[src/timer_pkg.sv]
package timer_pkg;

  // APB transfer carriers
  typedef struct packed {
    logic        psel;
    logic        penable;
    logic        pwrite;
    logic [11:0] paddr;
    logic [31:0] pwdata;
  } apb_req_t;

  typedef struct packed {
    logic [31:0] prdata;
    logic        pready;
    logic        pslverr;
  } apb_rsp_t;

  // Register indices; byte address is four times the index
  localparam logic [9:0] IDX_GLOBAL_CTL   = 10'h00B;
  localparam logic [9:0] IDX_FLAGS        = 10'h00C;
  localparam logic [9:0] IDX_COUNT_LOW    = 10'h00E;
  localparam logic [9:0] IDX_COUNT_HIGH   = 10'h00F;
  localparam logic [9:0] IDX_TIMER_CTL    = 10'h010;
  localparam logic [9:0] IDX_CMP_LOW      = 10'h015;
  localparam logic [9:0] IDX_CMP_HIGH     = 10'h016;
  localparam logic [9:0] IDX_CMP_CTL      = 10'h017;
  localparam logic [9:0] IDX_ENABLES      = 10'h08C;

  // Timer control fields
  localparam int unsigned TC_RUN     = 0;
  localparam int unsigned TC_CLK_SEL = 1;
  localparam int unsigned TC_NO_SYNC = 2;
  localparam int unsigned TC_OSC_EN  = 3;
  localparam int unsigned TC_PS_LO   = 4;
  localparam int unsigned TC_PS_HI   = 5;
  localparam int unsigned TC_WIDTH   = 6;

  // Global interrupt control fields
  localparam int unsigned GC_PERIPH_GATE = 6;
  localparam int unsigned GC_GLOBAL_GATE = 7;

  // Peripheral flag and enable fields
  localparam int unsigned PF_OVERFLOW = 0;
  localparam int unsigned PF_COMPARE  = 2;
  localparam logic [7:0]  PF_IMPL     = 8'h05;

  // Reset values
  localparam logic [7:0]  GLOBAL_CTL_RST = 8'h00;
  localparam logic [7:0]  FLAGS_RST      = 8'h00;
  localparam logic [7:0]  ENABLES_RST    = 8'h00;
  localparam logic [5:0]  TIMER_CTL_RST  = 6'h00;
  localparam logic [15:0] CMP_RST        = 16'h0000;
  localparam logic [3:0]  CMP_MODE_RST   = 4'h0;

  // Compare mode that produces the special event trigger
  localparam logic [3:0]  CMP_MODE_SPECIAL = 4'hB;
  localparam logic [15:0] COUNT_ALL_ONES   = 16'hFFFF;

  // Prescaler counter width (largest ratio 1:8)
  localparam int unsigned PS_CNT_W = 3;

endpackage : timer_pkg

[src/primary_timer.sv]
// The implementer's own choice: the APB register port.
module primary_timer
  import timer_pkg::*;
(
  input  wire logic     pclk,
  input  wire logic     presetn,
  input  wire apb_req_t apb_req,
  output apb_rsp_t      apb_rsp,
  input  wire logic     soft_reset_req,
  input  wire logic     sleep_mode,
  input  wire logic     ext_clk_pin,
  input  wire logic     osc_input_pin,
  output logic          osc_amp_enable,
  output logic          irq
);

  // Counting modes, decoded from the run, source and sync bits
  typedef enum logic [1:0] {
    MODE_STOPPED    = 2'b00,
    MODE_TIMER      = 2'b01,
    MODE_SYNC_COUNT = 2'b10,
    MODE_ASYNC_CNT  = 2'b11
  } count_mode_t;

  typedef struct packed {
    logic [7:0]          gctl;
    logic [7:0]          flags;
    logic [7:0]          enables;
    logic [TC_WIDTH-1:0] tcon;
    logic [15:0]         cmp;
    logic [3:0]          cmp_mode;
    logic [1:0]          sync_ext;
    logic [1:0]          sync_osc;
    logic                ext_prev;
    logic                osc_prev;
    logic [31:0]         rdata;
  } ctrl_state_t;

  ctrl_state_t s_q;
  ctrl_state_t s_d;
  logic [15:0] count_q;
  logic [15:0] count_d;

  logic [9:0]  idx;
  logic        addr_ok;
  logic        setup_rd;
  logic        acc_wr;
  logic [7:0]  wbyte;
  logic        wr_lo;
  logic        wr_hi;
  logic        cnt_wr;
  logic        flags_wr;
  logic        ext_rise;
  logic        osc_rise;
  logic        src_rise;
  count_mode_t mode;
  logic        async_cnt;
  logic        raw_tick;
  logic        ps_tick;
  logic        trig_en;
  logic        trig_hit;
  logic        ovf_set;
  logic [7:0]  flag_set;
  logic [7:0]  flag_clr;

  // Which indices answer; used for both write decode and error reply
  function automatic logic reg_hit(input logic [9:0] i);
    case (i)
      IDX_GLOBAL_CTL, IDX_FLAGS, IDX_COUNT_LOW, IDX_COUNT_HIGH,
      IDX_TIMER_CTL, IDX_CMP_LOW, IDX_CMP_HIGH, IDX_CMP_CTL,
      IDX_ENABLES: reg_hit = 1'b1;
      default:     reg_hit = 1'b0;
    endcase
  endfunction

  // Read mux; unimplemented bits read as zero
  function automatic logic [7:0] reg_read(input logic [9:0] i,
                                          input ctrl_state_t s,
                                          input logic [15:0] cnt);
    case (i)
      IDX_GLOBAL_CTL: reg_read = s.gctl;
      IDX_FLAGS:      reg_read = s.flags & PF_IMPL;
      IDX_COUNT_LOW:  reg_read = cnt[7:0];
      IDX_COUNT_HIGH: reg_read = cnt[15:8];
      IDX_TIMER_CTL:  reg_read = {2'b00, s.tcon};
      IDX_CMP_LOW:    reg_read = s.cmp[7:0];
      IDX_CMP_HIGH:   reg_read = s.cmp[15:8];
      IDX_CMP_CTL:    reg_read = {4'h0, s.cmp_mode};
      IDX_ENABLES:    reg_read = s.enables & PF_IMPL;
      default:        reg_read = 8'h00;
    endcase
  endfunction

  // Mode decode; the tick source and the trigger gate both depend on it
  function automatic count_mode_t mode_of(input logic [TC_WIDTH-1:0] tc);
    if (!tc[TC_RUN])
    begin
      mode_of = MODE_STOPPED;
    end
    else if (!tc[TC_CLK_SEL])
    begin
      mode_of = MODE_TIMER;
    end
    else if (!tc[TC_NO_SYNC])
    begin
      mode_of = MODE_SYNC_COUNT;
    end
    else
    begin
      mode_of = MODE_ASYNC_CNT;
    end
  endfunction

  // Rising edge of a synchronised pin against its own previous sample
  function automatic logic rose(input logic lvl,
                                input logic prev);
    rose = lvl && !prev;
  endfunction

  // Bus decode: zero wait states, read data latched in the setup cycle
  assign idx      = apb_req.paddr[11:2];
  assign addr_ok  = reg_hit(idx) && (apb_req.paddr[1:0] == 2'b00);
  assign setup_rd = apb_req.psel && !apb_req.penable && !apb_req.pwrite;
  assign acc_wr   = apb_req.psel && apb_req.penable && apb_req.pwrite && addr_ok;
  assign wbyte    = apb_req.pwdata[7:0];
  assign wr_lo    = acc_wr && (idx == IDX_COUNT_LOW);
  assign wr_hi    = acc_wr && (idx == IDX_COUNT_HIGH);
  assign cnt_wr   = wr_lo || wr_hi;
  assign flags_wr = acc_wr && (idx == IDX_FLAGS);

  // Bus answer
  always_comb
  begin
    apb_rsp.prdata  = s_q.rdata;
    apb_rsp.pready  = 1'b1;
    apb_rsp.pslverr = apb_req.psel && apb_req.penable && !addr_ok;
  end

  // External clock source: synchronised pin, rising edge counts.
  // The crystal input replaces the clock pin while the oscillator runs.
  // Each pin keeps its own previous sample, so a source switch makes no false edge.
  assign ext_rise  = rose(s_q.sync_ext[1], s_q.ext_prev);
  assign osc_rise  = rose(s_q.sync_osc[1], s_q.osc_prev);
  assign src_rise  = s_q.tcon[TC_OSC_EN] ? osc_rise : ext_rise;
  assign mode      = mode_of(s_q.tcon);
  assign async_cnt = (mode == MODE_ASYNC_CNT);

  // Only the unsynchronised counter keeps counting in sleep
  always_comb
  begin
    case (mode)
      MODE_TIMER:      raw_tick = !sleep_mode;
      MODE_SYNC_COUNT: raw_tick = src_rise && !sleep_mode;
      MODE_ASYNC_CNT:  raw_tick = src_rise;
      default:         raw_tick = 1'b0;
    endcase
  end

  tick_prescaler #(
    .CNT_W (PS_CNT_W)
  ) u_prescaler (
    .pclk      (pclk),
    .presetn   (presetn),
    .clear     (cnt_wr),
    .tick_in   (raw_tick && s_q.tcon[TC_RUN]),
    .ratio_sel (s_q.tcon[TC_PS_HI:TC_PS_LO]),
    .tick_out  (ps_tick)
  );

  // Trigger disabled in the asynchronous counter mode
  assign trig_en  = (s_q.cmp_mode == CMP_MODE_SPECIAL) && !async_cnt;
  assign trig_hit = ps_tick && trig_en && (count_q == s_q.cmp);

  // Count path: a bus write beats the trigger
  always_comb
  begin
    count_d = count_q;
    ovf_set = 1'b0;
    if (cnt_wr)
    begin
      if (wr_lo)
      begin
        count_d[7:0] = wbyte;
      end
      if (wr_hi)
      begin
        count_d[15:8] = wbyte;
      end
    end
    else if (trig_hit)
    begin
      count_d = 16'h0000;
    end
    else if (ps_tick)
    begin
      count_d = count_q + 16'h0001;
      ovf_set = (count_q == COUNT_ALL_ONES);
    end
  end

  // Flag sources and write-one-to-clear; a set in the same cycle wins
  always_comb
  begin
    flag_set              = 8'h00;
    flag_set[PF_OVERFLOW] = ovf_set;
    flag_set[PF_COMPARE]  = trig_hit;
    flag_clr              = flags_wr ? wbyte : 8'h00;
  end

  // Control state next value
  always_comb
  begin
    s_d          = s_q;
    s_d.sync_ext = {s_q.sync_ext[0], ext_clk_pin};
    s_d.sync_osc = {s_q.sync_osc[0], osc_input_pin};
    s_d.ext_prev = s_q.sync_ext[1];
    s_d.osc_prev = s_q.sync_osc[1];
    s_d.flags    = ((s_q.flags & ~flag_clr) | flag_set) & PF_IMPL;
    if (setup_rd)
    begin
      s_d.rdata = {24'h000000, reg_read(idx, s_q, count_q)};
    end
    if (acc_wr)
    begin
      case (idx)
        IDX_GLOBAL_CTL: s_d.gctl     = wbyte;
        IDX_TIMER_CTL:  s_d.tcon     = wbyte[TC_WIDTH-1:0];
        IDX_CMP_LOW:    s_d.cmp[7:0] = wbyte;
        IDX_CMP_HIGH:   s_d.cmp[15:8] = wbyte;
        IDX_CMP_CTL:    s_d.cmp_mode = wbyte[3:0];
        IDX_ENABLES:    s_d.enables  = wbyte & PF_IMPL;
        default:        s_d.gctl     = s_d.gctl;
      endcase
    end
    // Soft reset clears interrupt state and compare mode but keeps timer control
    if (soft_reset_req)
    begin
      s_d.gctl     = GLOBAL_CTL_RST;
      s_d.flags    = FLAGS_RST;
      s_d.enables  = ENABLES_RST;
      s_d.cmp_mode = CMP_MODE_RST;
    end
  end

  // Power-on reset clears control, which stops the timer at 1:1
  always_ff @(posedge pclk or negedge presetn)
  begin
    if (!presetn)
    begin
      s_q          <= '0;
      s_q.gctl     <= GLOBAL_CTL_RST;
      s_q.flags    <= FLAGS_RST;
      s_q.enables  <= ENABLES_RST;
      s_q.tcon     <= TIMER_CTL_RST;
      s_q.cmp      <= CMP_RST;
      s_q.cmp_mode <= CMP_MODE_RST;
    end
    else
    begin
      s_q <= s_d;
    end
  end

  // Count holds its value across every reset, so it has none
  always_ff @(posedge pclk)
  begin
    count_q <= count_d;
  end

  // Crystal amplifier enable ignores sleep on purpose
  assign osc_amp_enable = s_q.tcon[TC_OSC_EN];

  // Level interrupt through peripheral and global gates
  assign irq = s_q.gctl[GC_GLOBAL_GATE] && s_q.gctl[GC_PERIPH_GATE]
               && |(s_q.flags & s_q.enables);

endmodule // primary_timer

[src/tick_prescaler.sv]
module tick_prescaler
  import timer_pkg::*;
#(
  parameter int unsigned CNT_W = PS_CNT_W
) (
  input  wire logic       pclk,
  input  wire logic       presetn,
  input  wire logic       clear,
  input  wire logic       tick_in,
  input  wire logic [1:0] ratio_sel,
  output logic            tick_out
);

  typedef struct packed {
    logic [CNT_W-1:0] cnt;
  } ps_state_t;

  ps_state_t s_q;
  ps_state_t s_d;
  logic [CNT_W-1:0] need_ones;

  // Ratio 1:2^sel passes a tick once the low sel bits are all ones
  always_comb
  begin
    s_d       = s_q;
    need_ones = CNT_W'((1 << ratio_sel) - 1);
    tick_out  = tick_in && ((s_q.cnt & need_ones) == need_ones);
    if (clear)
    begin
      s_d.cnt = '0;
    end
    else if (tick_in)
    begin
      s_d.cnt = s_q.cnt + 1'b1;
    end
  end

  // Counter state
  always_ff @(posedge pclk or negedge presetn)
  begin
    if (!presetn)
    begin
      s_q <= '0;
    end
    else
    begin
      s_q <= s_d;
    end
  end

endmodule // tick_prescaler

[config.mk]
export PLATFORM = sky130hd
export DESIGN_NAME = primary_timer
export DESIGN_NICKNAME = d
export VERILOG_FILES = /design/src/timer_pkg.sv /design/src/primary_timer.sv /design/src/tick_prescaler.sv
export SDC_FILE = /design/constraint.sdc
export NUM_CORES = 1
export LEC_CHECK = 0
export BUFFER_PORTS_ARGS = -buffer_cell sky130_fd_sc_hd__buf_2
export CELL_PAD_IN_SITES_DETAIL_PLACEMENT = 1
export CELL_PAD_IN_SITES_GLOBAL_PLACEMENT = 1
export CORE_ASPECT_RATIO = 0.9
export CORE_MARGIN = 3
export CORE_UTILIZATION = 40
export CTS_CLUSTER_SIZE = 20
export DETAILED_ROUTE_END_ITERATION = 8
export PLACE_DENSITY = 0.86
export SETUP_SLACK_MARGIN = 0.1
export SLEW_MARGIN = 10
export SYNTH_ARGS = -nofsm -noshare
export SYNTH_HDL_FRONTEND = slang
export SYNTH_SLANG_ARGS = --single-unit
[constraint.sdc]
create_clock -name pclk -period 3.7 [get_ports pclk]
set_input_delay 0.185 -clock pclk [delete_from_list [all_inputs] [get_ports pclk]]
set_output_delay 0.185 -clock pclk [all_outputs]
set_load 0.1 [all_outputs]
==> summary.txt, run 1 <==
Finish
  • Multi-input gate area: 2080 sq um
  • Ant. Diodes: 0
  • Register area: 1860 sq um
  • Layout cells sized above 1: 22.1%
  • Layout Nets: 494
  • Fillers: 1123
  • Syn-to-layout area delta: 9.95%

Power
  • Power after layout: 1.93 mW
  • Static Leak: 1.92 nW
  • Peak VDD IR: 375 uV
  • Pwr dens: 417 nW/um^2

STA
  • Final setup fails: 0
  • Final Hold Viols: 11
  • Fmax: 401 MHz
  • Hold Worst Slack: -0.0195 ns
  • Final slew viol count: 0
  • Actual slew at the worst max-slew pin: 0.908 ns
  • Post-layout minimum cycle time: 2.49 ns
  • Final setup TNS: 0 ns
  • Slew headroom: 39.2%
  • RSZ-0062 raised after global routing: false
  • Tcrit/Tclk final: 67.3%
  • Clock skew: 0.00825 ns

Setup path
  • CP Max Fanout: 16
  • Crit start category: register
  • Reg-to-Reg Start: s_q[59]
  • WP data required: 3.75 ns
  • Worst setup path start: s_q[59]
  • Critical Path Sink Type: register
  • WP data arrival: 2.54 ns
  • Critical path class: register to register

Die
  • # rows: 34
  • Die area: 11800 sq um
  • # IOs: 89
  • Die W: 114 um
  • Core area: 9950 sq um
  • Die height: 103 um
  • Starting Density: 42.2%

Synthesis
  • EDFF count, synth: 16
  • Post-synthesis simple-gate area fraction: 17.8%
  • Synthesized area: 4200 sq um
  • Unique masters post-synth: 61
  • Prevailing post-synth register cell: dfrtp_1
  • Sequential cell area fraction in the yosys report: 44.2%
  • #FFs+latches synth: 71
  • Fraction of registers with async set/reset: 77.5%
  • Top post-synthesis cells by area: dfrtp_1 (33%), edfxtp_1 (11%), mux2_2 (7.5%)
  • Synth Area in Compound Gates: 11.2%
  • Top post-synthesis cells by count: dfrtp_1 (55), nor2_1 (39), buf_4 (35), nand2_1 (33), mux2_2 (28)
  • Syn_area_per_cell: 10.2 sq um
  • Largest family of logic cells by synthesized area: simple AND/OR/NAND/NOR gates
  • Post-synthesis adder-cell area fraction: 0.596%
  • Synth top area share: 32.8%
  • Yosys warning total: 0
  • Xor/xnor share of the synthesized area: 6.67%
  • Gate Count Post-Synth: 412
  • Most numerous cell in the Yosys netlist: dfrtp_1
  • Multiplexer area fraction after synthesis: 10.8%
  • Area leader, netlist: dfrtp_1

Routing
  • Routed WL per cell: 21.1 um
  • Via density: 5.76
  • Via count: 3278
  • Starting DRT DRC Count: 161
  • Drt total wl: 12000 um
  • Detail Route Antenna Nets: 0
  • Remaining routing DRC violations: 0
  • Router iterations before antenna repair: 5

Global routing
  • GR Util All Layers: 21.5%
  • Grt ovf: 0
  • Vias in the first global route: 3506
  • Largest net degree at the start of global routing: 56
  • First-pass GRT wire length: 19100 um
  • Initial antenna violation count: 0

Clocking
  • H-tree depth: 3
  • Clk_lat worst skew: 0.34 ns
  • Clock buffer depth: 2
  • Setup Fix Bufs, Post-CTS: 0
  • Clk slew on worst S/H paths: 0.06 ns
  • Resize count post-CTS: 0
  • CTS tree: yes
  • Clock sink count: 71
  • Root buffer cell: clkbuf_16
  • Cts hold-fix bufs: 2
  • TritonCTS buffer count: 9

Flow run
  • Max-cap violations: 0

Status
  • Failing checks: negative hold slack
  • Status: finished, violations left

Placed design
  • HPWL after DPL: 8690 um
  • GPL Wtd Cong: 0.912
  • Port bufs: 39

Min path
  • Type of the worst min-delay path: input pin to async pin
## worst max-delay path, cell delays in order, from the launching register on
cell and delay [ns]:
dfrtp_1 0.47, nand2_1 0.09, a32o_1 0.26, or4_4 0.58, o31ai_4 0.59, o21ai_0 0.22
## flip-flops by register name, indices dropped and copies added, names as in the netlist
register / flops
apb_rsp: 8
count_q: 16
osc_amp_enable: 1
s_d: 4
s_q: 39
u_prescaler.s_q: 3
## placed cells by master, fill, tap and decap left out, types with 6 or more instances in the layout
master,instances
mux2_2,28
buf_2,39
a21oi_1,12
nand2_1,33
and3_1,6
xnor2_1,9
o21ai_0,21
conb_1,25
a31oi_1,6
inv_1,6
xor2_1,23
a22oi_1,7
mux2i_1,14
nand3_1,7
clkbuf_16,9
dfrtp_1,55
nor3_1,6
nor2_1,39
edfxtp_1,16
nand4_1,11
## worst paths after layout
path                              end  slack [ns]  cells past startpoint
setup / recovery           count_q[9]        1.21                      5
hold / removal             apb_rsp[7]       -0.02                      2
setup reg to reg           count_q[9]        1.21                      5
hold reg to reg               s_d[33]        0.35                      0
max in group asynchronous  apb_rsp[8]        3.22                      2
min in group pclk             s_q[48]        0.16                      2
## report_power, final
| group | leakage, nW | internal (mW) | switching [mW] |
|---|---|---|---|
| Combinational | 0.906 | 0.0411 | 0.279 |
| Clock | 0.135 | 0.465 | 0.319 |
| Sequential | 0.874 | 0.815 | 0.00817 |
## final cells by class
type / count / area share [%]
inverter: 6 / 0.488
timing repair buffer: 44 / 5.15
multi-input combinational: 307 / 45.0
tap: 126 / 3.41
sequential: 71 / 40.2
clock buffer: 11 / 5.26
clock inverter: 4 / 0.461
## kinds of logic (layout without fill, tap and decap cells)
family                   count (synthesis)  in the layout
adder cells (fa/ha/maj)                  2              2
flip-flops                              71             71
AND/OR/NAND/NOR                        135            135
buffers and inverters                   57             65
XOR/XNOR                                32             32
multiplexers                            42             42
other                                    2             25
AO/OA/AOI/OAI                           71             71
## metrics by stage
step / setup slack (ns) / instance area (sq um) / std cells / hold WS (ns) / utilization [%]
final: 1.21 / 4620 / 569 / -0.0195 / 46.4
after CTS: 1.21 / 4620 / 569 / 0.0219 / 46.4
after floorplan: 1.08 / 4290 / 435 / -0.111 / -
after detailed placement: 0.922 / 4330 / 552 / 0.295 / 43.5
after global routing: 1.02 / 4620 / 569 / 0.0555 / 46.4
after global placement: 1.04 / 4330 / 552 / 0.294 / 43.5
## per-layer routing
metal,vias to the layer above,track usage [%],wire [um]
li1,1473,-,-
met1,1648,27.4,5040
met2,131,35.7,5810
met3,26,5.06,832
met4,0,8.77,334
met5,-,0,0
Power figures use the tool's default switching activity.
==> run 2: changes to the inputs <==
CORE_UTILIZATION = 38   (was 40)
clock period = 2.1 ns   (was 3.7 ns; I/O delays follow)
==> run 2 against run 1 <==
  * The run ends with negative setup slack left
  * Fmax is 18% higher
  * Sequential power is 76% higher
  * Sequential share of layout area is 3.9 points lower
  * Total power is 85% higher
  * Die area is 5.0% higher
  * Largest power group is now the clock network
==> summary.txt, run 2 (synthesis results as in run 1) <==
Global routing
  • Vias in the first global route: 3691 (+5.3%)
  • Largest net degree at the start of global routing: 23 (-59%)
  • Initial antenna violation count: 0 (unchanged)
  • First-pass GRT wire length: 20400 um (+6.7%)
  • GR Util All Layers: 21.8% (+0.32 points)
  • Grt ovf: 0 (unchanged)

Power
  • Logic pwr share: 16.5% (about the same)
  • Power after layout: 3.56 mW (+85%)
  • Internal: 2.47 mW (+87%)
  • Sequential fraction of design power: 40.7% (-2.0 points)
  • Pwr dens: 694 nW/um^2 (+66%)
  • Peak VDD IR: 575 uV (+53%)
  • Static Leak: 2.17 nW (+13%)
  • Clock Power Share: 42.8% (+2.1 points)
  • Sw frac: 30.6% (-0.81 points)
  • Psw: 1.09 mW (+80%)

STA
  • Post-layout minimum cycle time: 2.12 ns (-0.374 ns)
  • Tcrit/Tclk final: 101% (+33 points)
  • Final setup TNS: -0.0312 ns (-0.0312 ns)
  • Final slew viol count: 0 (unchanged)
  • Fmax: 472 MHz (+18%)
  • RSZ-0062 raised after global routing: true
  • Final Hold Viols: 0 (-11)
  • Actual slew at the worst max-slew pin: 0.549 ns (-0.359 ns)
  • Slew headroom: 63.1% (+24 points)
  • Clock skew: 0.0102 ns (+0.00193 ns)
  • Worst Setup Slack, final: -0.0172 ns (-1.23 ns)
  • Hold Worst Slack: 0.0772 ns (+0.0967 ns)
  • Final setup fails: 3 (+3)

Die
  • # rows: 35 (+2.9%)
  • Core area: 10500 sq um (+5.6%)
  • Die height: 106 um (+2.4%)
  • # IOs: 89 (unchanged)
  • Die W: 117 um (+2.5%)
  • Die area: 12400 sq um (+5.0%)
  • Starting Density: 40.0% (-2.2 points)

Routing
  • Via count: 3537 (+7.9%)
  • Detail Route Antenna Nets: 0 (unchanged)
  • Via density: 5.70 (-0.97%)
  • Router iterations before antenna repair: 5 (unchanged)
  • Remaining routing DRC violations: 0 (unchanged)
  • Drt total wl: 13500 um (+13%)
  • Routed WL per cell: 21.8 um (+3.4%)
  • Starting DRT DRC Count: 258 (+60%)

Status
  • Failing checks: negative setup slack
  • Status: finished, violations left

Finish
  • Commonest non-fill, non-tap cells in the layout: dfrtp_1 (53), buf_4 (48), nor2_1 (39)
  • Multi-input gate area: 2180 sq um (+5.0%)
  • Finished Layout Cells: 620 (+9.0%)
  • Layout Nets: 541 (+9.5%)
  • Syn-to-layout area delta: 22.2%
  • Fillers: 1186 (+5.6%)
  • Commonest non-fill, non-tap cell in the layout: dfrtp_1
  • Max reg flops: 39 (unchanged)
  • Ant. Diodes: 0 (unchanged)
  • Layout cells sized above 1: 32.4% (+10 points)
  • Finished layout cell area: 5130 sq um (+11%)
  • Register area: 1860 sq um (+0.27%)
  • Post-route core utilization: 48.8% (+2.4 points)
  • Largest Register: s_q

Setup path
  • WP data required: 2.17 ns (-1.58 ns)
  • Crit start category: register
  • R2R setup slack: -0.02 ns (-1.23 ns)
  • Reg-to-Reg Start: count_q[6]
  • Critical path class: register to register
  • Critical Path Sink Type: register
  • CP Max Fanout: 16 (unchanged)
  • WP data arrival: 2.19 ns (-0.35 ns)
  • R2R depth: 7 (+2)
  • Worst r2r dst: count_q[6]

Clocking
  • Clk slew on worst S/H paths: 0.05 ns (about the same)
  • Root buffer cell: clkbuf_16
  • Clk_lat worst skew: 0.34 ns (about the same)
  • Clock sink count: 71 (unchanged)
  • H-tree depth: 3 (unchanged)
  • CTS tree: yes
  • TritonCTS buffer count: 9 (unchanged)
  • Clock buffer depth: 2 (unchanged)

Flow run
  • Max-cap violations: 0 (unchanged)

Min path
  • Worst Hold End: s_q[57]
  • Type of the worst min-delay path: input pin to register
  • Hold Startpoint: apb_req[7]
  • Min-Delay Path Depth: 2

Placed design
  • Port bufs: 39 (unchanged)
  • Dpl cells: 593 (+7.4%)
  • GPL Wtd Cong: 0.923 (+1.3%)
  • Dpl ws: 0.0410 ns (-0.881 ns)
  • Placed inst area: 4660 sq um (+7.6%)
  • HPWL after DPL: 9540 um (+9.8%)
==> run 2: metal layers <==
metal	GRT usage (%)	wire length, um	up-vias
li1	-	-	1569
met1	26.7	5520	1798
met2	37.3	6900	143
met3	5.05	840	27
met4	7.62	287	0
met5	0	0	-
==> run 2: repair_timing <==
item	CTS	global route
endpoints found under the setup margin	34	35
pin swaps	4	4
hold buffers	3	0
hold endpoints to repair	21	0
gates resized for setup	7	10
buffers inserted	5	3
==> run 2: power by group through the flow <==
stage | Sequential [mW] | Clock [mW] | Combinational (mW)
after floorplan | 1.47 | 0 | 0.508
after global placement | 1.47 | 0 | 0.564
after detailed placement | 1.47 | 0 | 0.574
after CTS | 1.45 | 1.54 | 0.581
after global routing | 1.45 | 1.61 | 0.610
final | 1.45 | 1.52 | 0.586
==> run 2: critical path, cell delays in order (launching register included) <==
cell and delay (ns):
edfxtp_1 0.41, xor2_1 0.22, nor4_4 0.42, nand4_1 0.14, buf_4 0.18, o31ai_4 0.20, buf_12 0.17, o21ai_0 0.11
==> run 2: cell type report <==
type / count / share of cell area [%]
clock buffer: 12 / 4.80
clock inverter: 4 / 0.927
inverter: 6 / 0.439
multi-input combinational: 307 / 42.6
sequential: 71 / 36.3
tap: 129 / 3.15
timing repair buffer: 91 / 11.9
==> run 2: worst max path at each step <==
stage / start / endpoint / slack [ns]
finish: count_q[6] / count_q[6] / -0.02
global route: count_q[6] / count_q[14] / -0.04
CTS: s_q[59] / count_q[4] / 0.03
detailed placement: count_q[0] / count_q[4] / 0.04
global placement: s_q[54] / count_q[10] / 0.07
floorplan: osc_amp_enable / count_q[10] / -0.04
==> run 3: changes to the inputs <==
GPL_TIMING_DRIVEN = 0   (was unset)
==> run 3 against run 2 <==
  * Fmax shrank 2.8%
  * First-iteration DRC count is 3.9% higher
  * Global-route usage increased by 0.098 points
  * Highest routed layer unchanged
  * The run still ends with negative setup slack left
  * Clock skew down 0.0043 ns
  * Combinational power rose by 11%
  * Clock-buffer cell count down 1
==> summary.txt, run 3 (synthesis results as in run 1) <==
Status
  • Status: finished, violations left
  • Failing checks: negative setup slack

Setup path
  • Worst path bufs/invs: 1 (-1)
  • Critical path class: register to register
  • WP data required: 2.14 ns (-0.03 ns)
  • WP data arrival: 2.22 ns (+0.03 ns)
  • Crit start category: register
  • Critical Path Sink Type: register
  • CP Max Fanout: 8 (-8)
  • CP Cell Sequence: a32o_2, or4_4, buf_6, or2_4, nand2_8
  • CP delay by family, top: simple AND/OR/NAND/NOR gates
  • Max stage delay cell, worst path: or4_4
  • CP peak stage delay: 0.56 ns (+0.14 ns)

Die
  • # IOs: 89 (unchanged)
  • Die height: 106 um (unchanged)
  • Die area: 12400 sq um (unchanged)
  • # rows: 35 (unchanged)
  • Die W: 117 um (unchanged)
  • Starting Density: 40.0% (unchanged)
  • Core area: 10500 sq um (unchanged)

Finish
  • Multi-input gate area: 2250 sq um (+2.9%)
  • Largest Register: s_q
  • Layout cells sized above 1: 37.2% (+4.8 points)
  • Fillers: 1171 (-1.3%)
  • Commonest non-fill, non-tap cell in the layout: buf_4
  • Register area: 1860 sq um (about the same)
  • Max reg flops: 39 (unchanged)
  • Ant. Diodes: 0 (unchanged)
  • Syn-to-layout area delta: 27.7%
  • Post-route core utilization: 51.0% (+2.2 points)
  • Commonest non-fill, non-tap cells in the layout: buf_4 (53), dfrtp_1 (52), nor2_1 (38), buf_2 (38), nand2_1 (31)
  • Layout Nets: 564 (+4.3%)
  • Finished Layout Cells: 643 (+3.7%)

Routing
  • Via count: 3644 (+3.0%)
  • Drt total wl: 14300 um (+5.9%)
  • Detail Route Antenna Nets: 0 (unchanged)
  • Remaining routing DRC violations: 0 (unchanged)
  • Starting DRT DRC Count: 268 (+3.9%)
  • Routed WL per cell: 22.3 um (+2.1%)
  • Router iterations before antenna repair: 5 (unchanged)
  • Via density: 5.67 (-0.66%)

STA
  • Final Hold Viols: 0 (unchanged)
  • Fmax: 459 MHz (-2.8%)
  • Actual slew at the worst max-slew pin: 1.20 ns (+0.653 ns)
  • Slew headroom: 19.7% (-43 points)
  • Hold Worst Slack: 0.0706 ns (-0.00655 ns)
  • RSZ-0062 raised after global routing: true
  • Final setup TNS: -1.85 ns (-1.82 ns)
  • Tcrit/Tclk final: 104% (+2.9 points)
  • Final slew viol count: 0 (unchanged)
  • Clock skew: 0.00590 ns (-0.00429 ns)
  • Post-layout minimum cycle time: 2.18 ns (+0.0619 ns)
  • Final setup fails: 33 (+30)
  • Worst Setup Slack, final: -0.0791 ns (-0.0619 ns)

Power
  • Pwr dens: 676 nW/um^2 (-2.6%)
  • Peak VDD IR: 469 uV (-18%)
  • Static Leak: 2.32 nW (+6.8%)
  • Power after layout: 3.62 mW (+1.8%)

Clocking
  • TritonCTS buffer count: 9 (unchanged)
  • Clock sink count: 71 (unchanged)
  • CTS tree: yes
  • Root buffer cell: clkbuf_16
  • Clk slew on worst S/H paths: 0.06 ns (about the same)
  • Clk_lat worst skew: 0.34 ns (about the same)
  • H-tree depth: 3 (unchanged)
  • Clock buffer depth: 2 (unchanged)

Global routing
  • Largest net degree at the start of global routing: 56 (+140%)
  • Initial antenna violation count: 0 (unchanged)
  • Vias in the first global route: 3801 (+3.0%)
  • GR Util All Layers: 21.9% (+0.098 points)
  • Grt ovf: 0 (unchanged)
  • First-pass GRT wire length: 20500 um (+0.75%)

Placed design
  • Dpl cells: 602 (+1.5%)
  • Port bufs: 38 (-2.6%)
  • GPL Wtd Cong: 0.918 (-0.56%)
  • HPWL after DPL: 9310 um (-2.5%)

Min path
  • Type of the worst min-delay path: input pin to register

Flow run
  • Max-cap violations: 0 (unchanged)
## run 3: cell count changes in the layout (fill, tap and decap cells not counted), sizes merged
cell    before  now
clkbuf      13   24
buf         87   98
inv          6    9
clkinv       2    1
bufinv       1    0
## run 3: final timing paths
| path | start | end | slack, ns | cells past startpoint |
|---|---|---|---|---|
| max in group asynchronous | presetn | osc_amp_enable | 1.20 | 2 |
| min reg2reg | s_d[35] | s_d[32] | 0.35 | 0 |
| min | apb_req[7] | s_q[49] | 0.07 | 2 |
| min in group asynchronous | presetn | u_prescaler.s_q[2] | 0.36 | 2 |
| max | osc_amp_enable | count_q[12] | -0.08 | 5 |
| max reg2reg | osc_amp_enable | count_q[12] | -0.08 | 5 |
## run 3: power by group
part	leakage, nW	switching, mW	internal (mW)
clock	0.148	0.612	0.910
combinational	1.30	0.514	0.137
sequential	0.868	0.0168	1.43
total	2.32	1.14	2.48
## run 3: repair_timing
action                     CTS  global route
setup endpoints to repair   42            40
hold buffers                 2             1
cloned                       0             1
pin swaps                    5            14
hold endpoints to repair     2            55
setup buffers                9            12
gates resized for setup     20            42
## run 3: layout make-up
type | instances | share of cell area (%)
buffer | 51 | 6.46
clock buffer | 11 | 4.92
clock inverter | 5 | 0.677
inverter | 6 | 0.420
multi-input combinational | 307 | 41.9
sequential | 71 | 34.7
tap | 129 | 3.01
timing repair buffer | 63 | 7.89
## run 3: metrics by stage
| step | cell area [sq um] | setup WS (ns) |
|---|---|---|
| finish | 5360 | -0.0791 |
| global route | 5360 | -0.134 |
| CTS | 5130 | -0.0523 |
| detailed placement | 4660 | -0.310 |
| global placement | 4660 | -0.215 |
| floorplan | 4310 | -0.0350 |
## run 3: metal layers
metal | vias to the layer above | global-route usage, % | routed length (um)
met5 | - | 0 | 0
met4 | 0 | 8.03 | 512
met3 | 40 | 7.00 | 1130
met2 | 174 | 36.0 | 7170
met1 | 1803 | 26.8 | 5530
li1 | 1627 | - | -
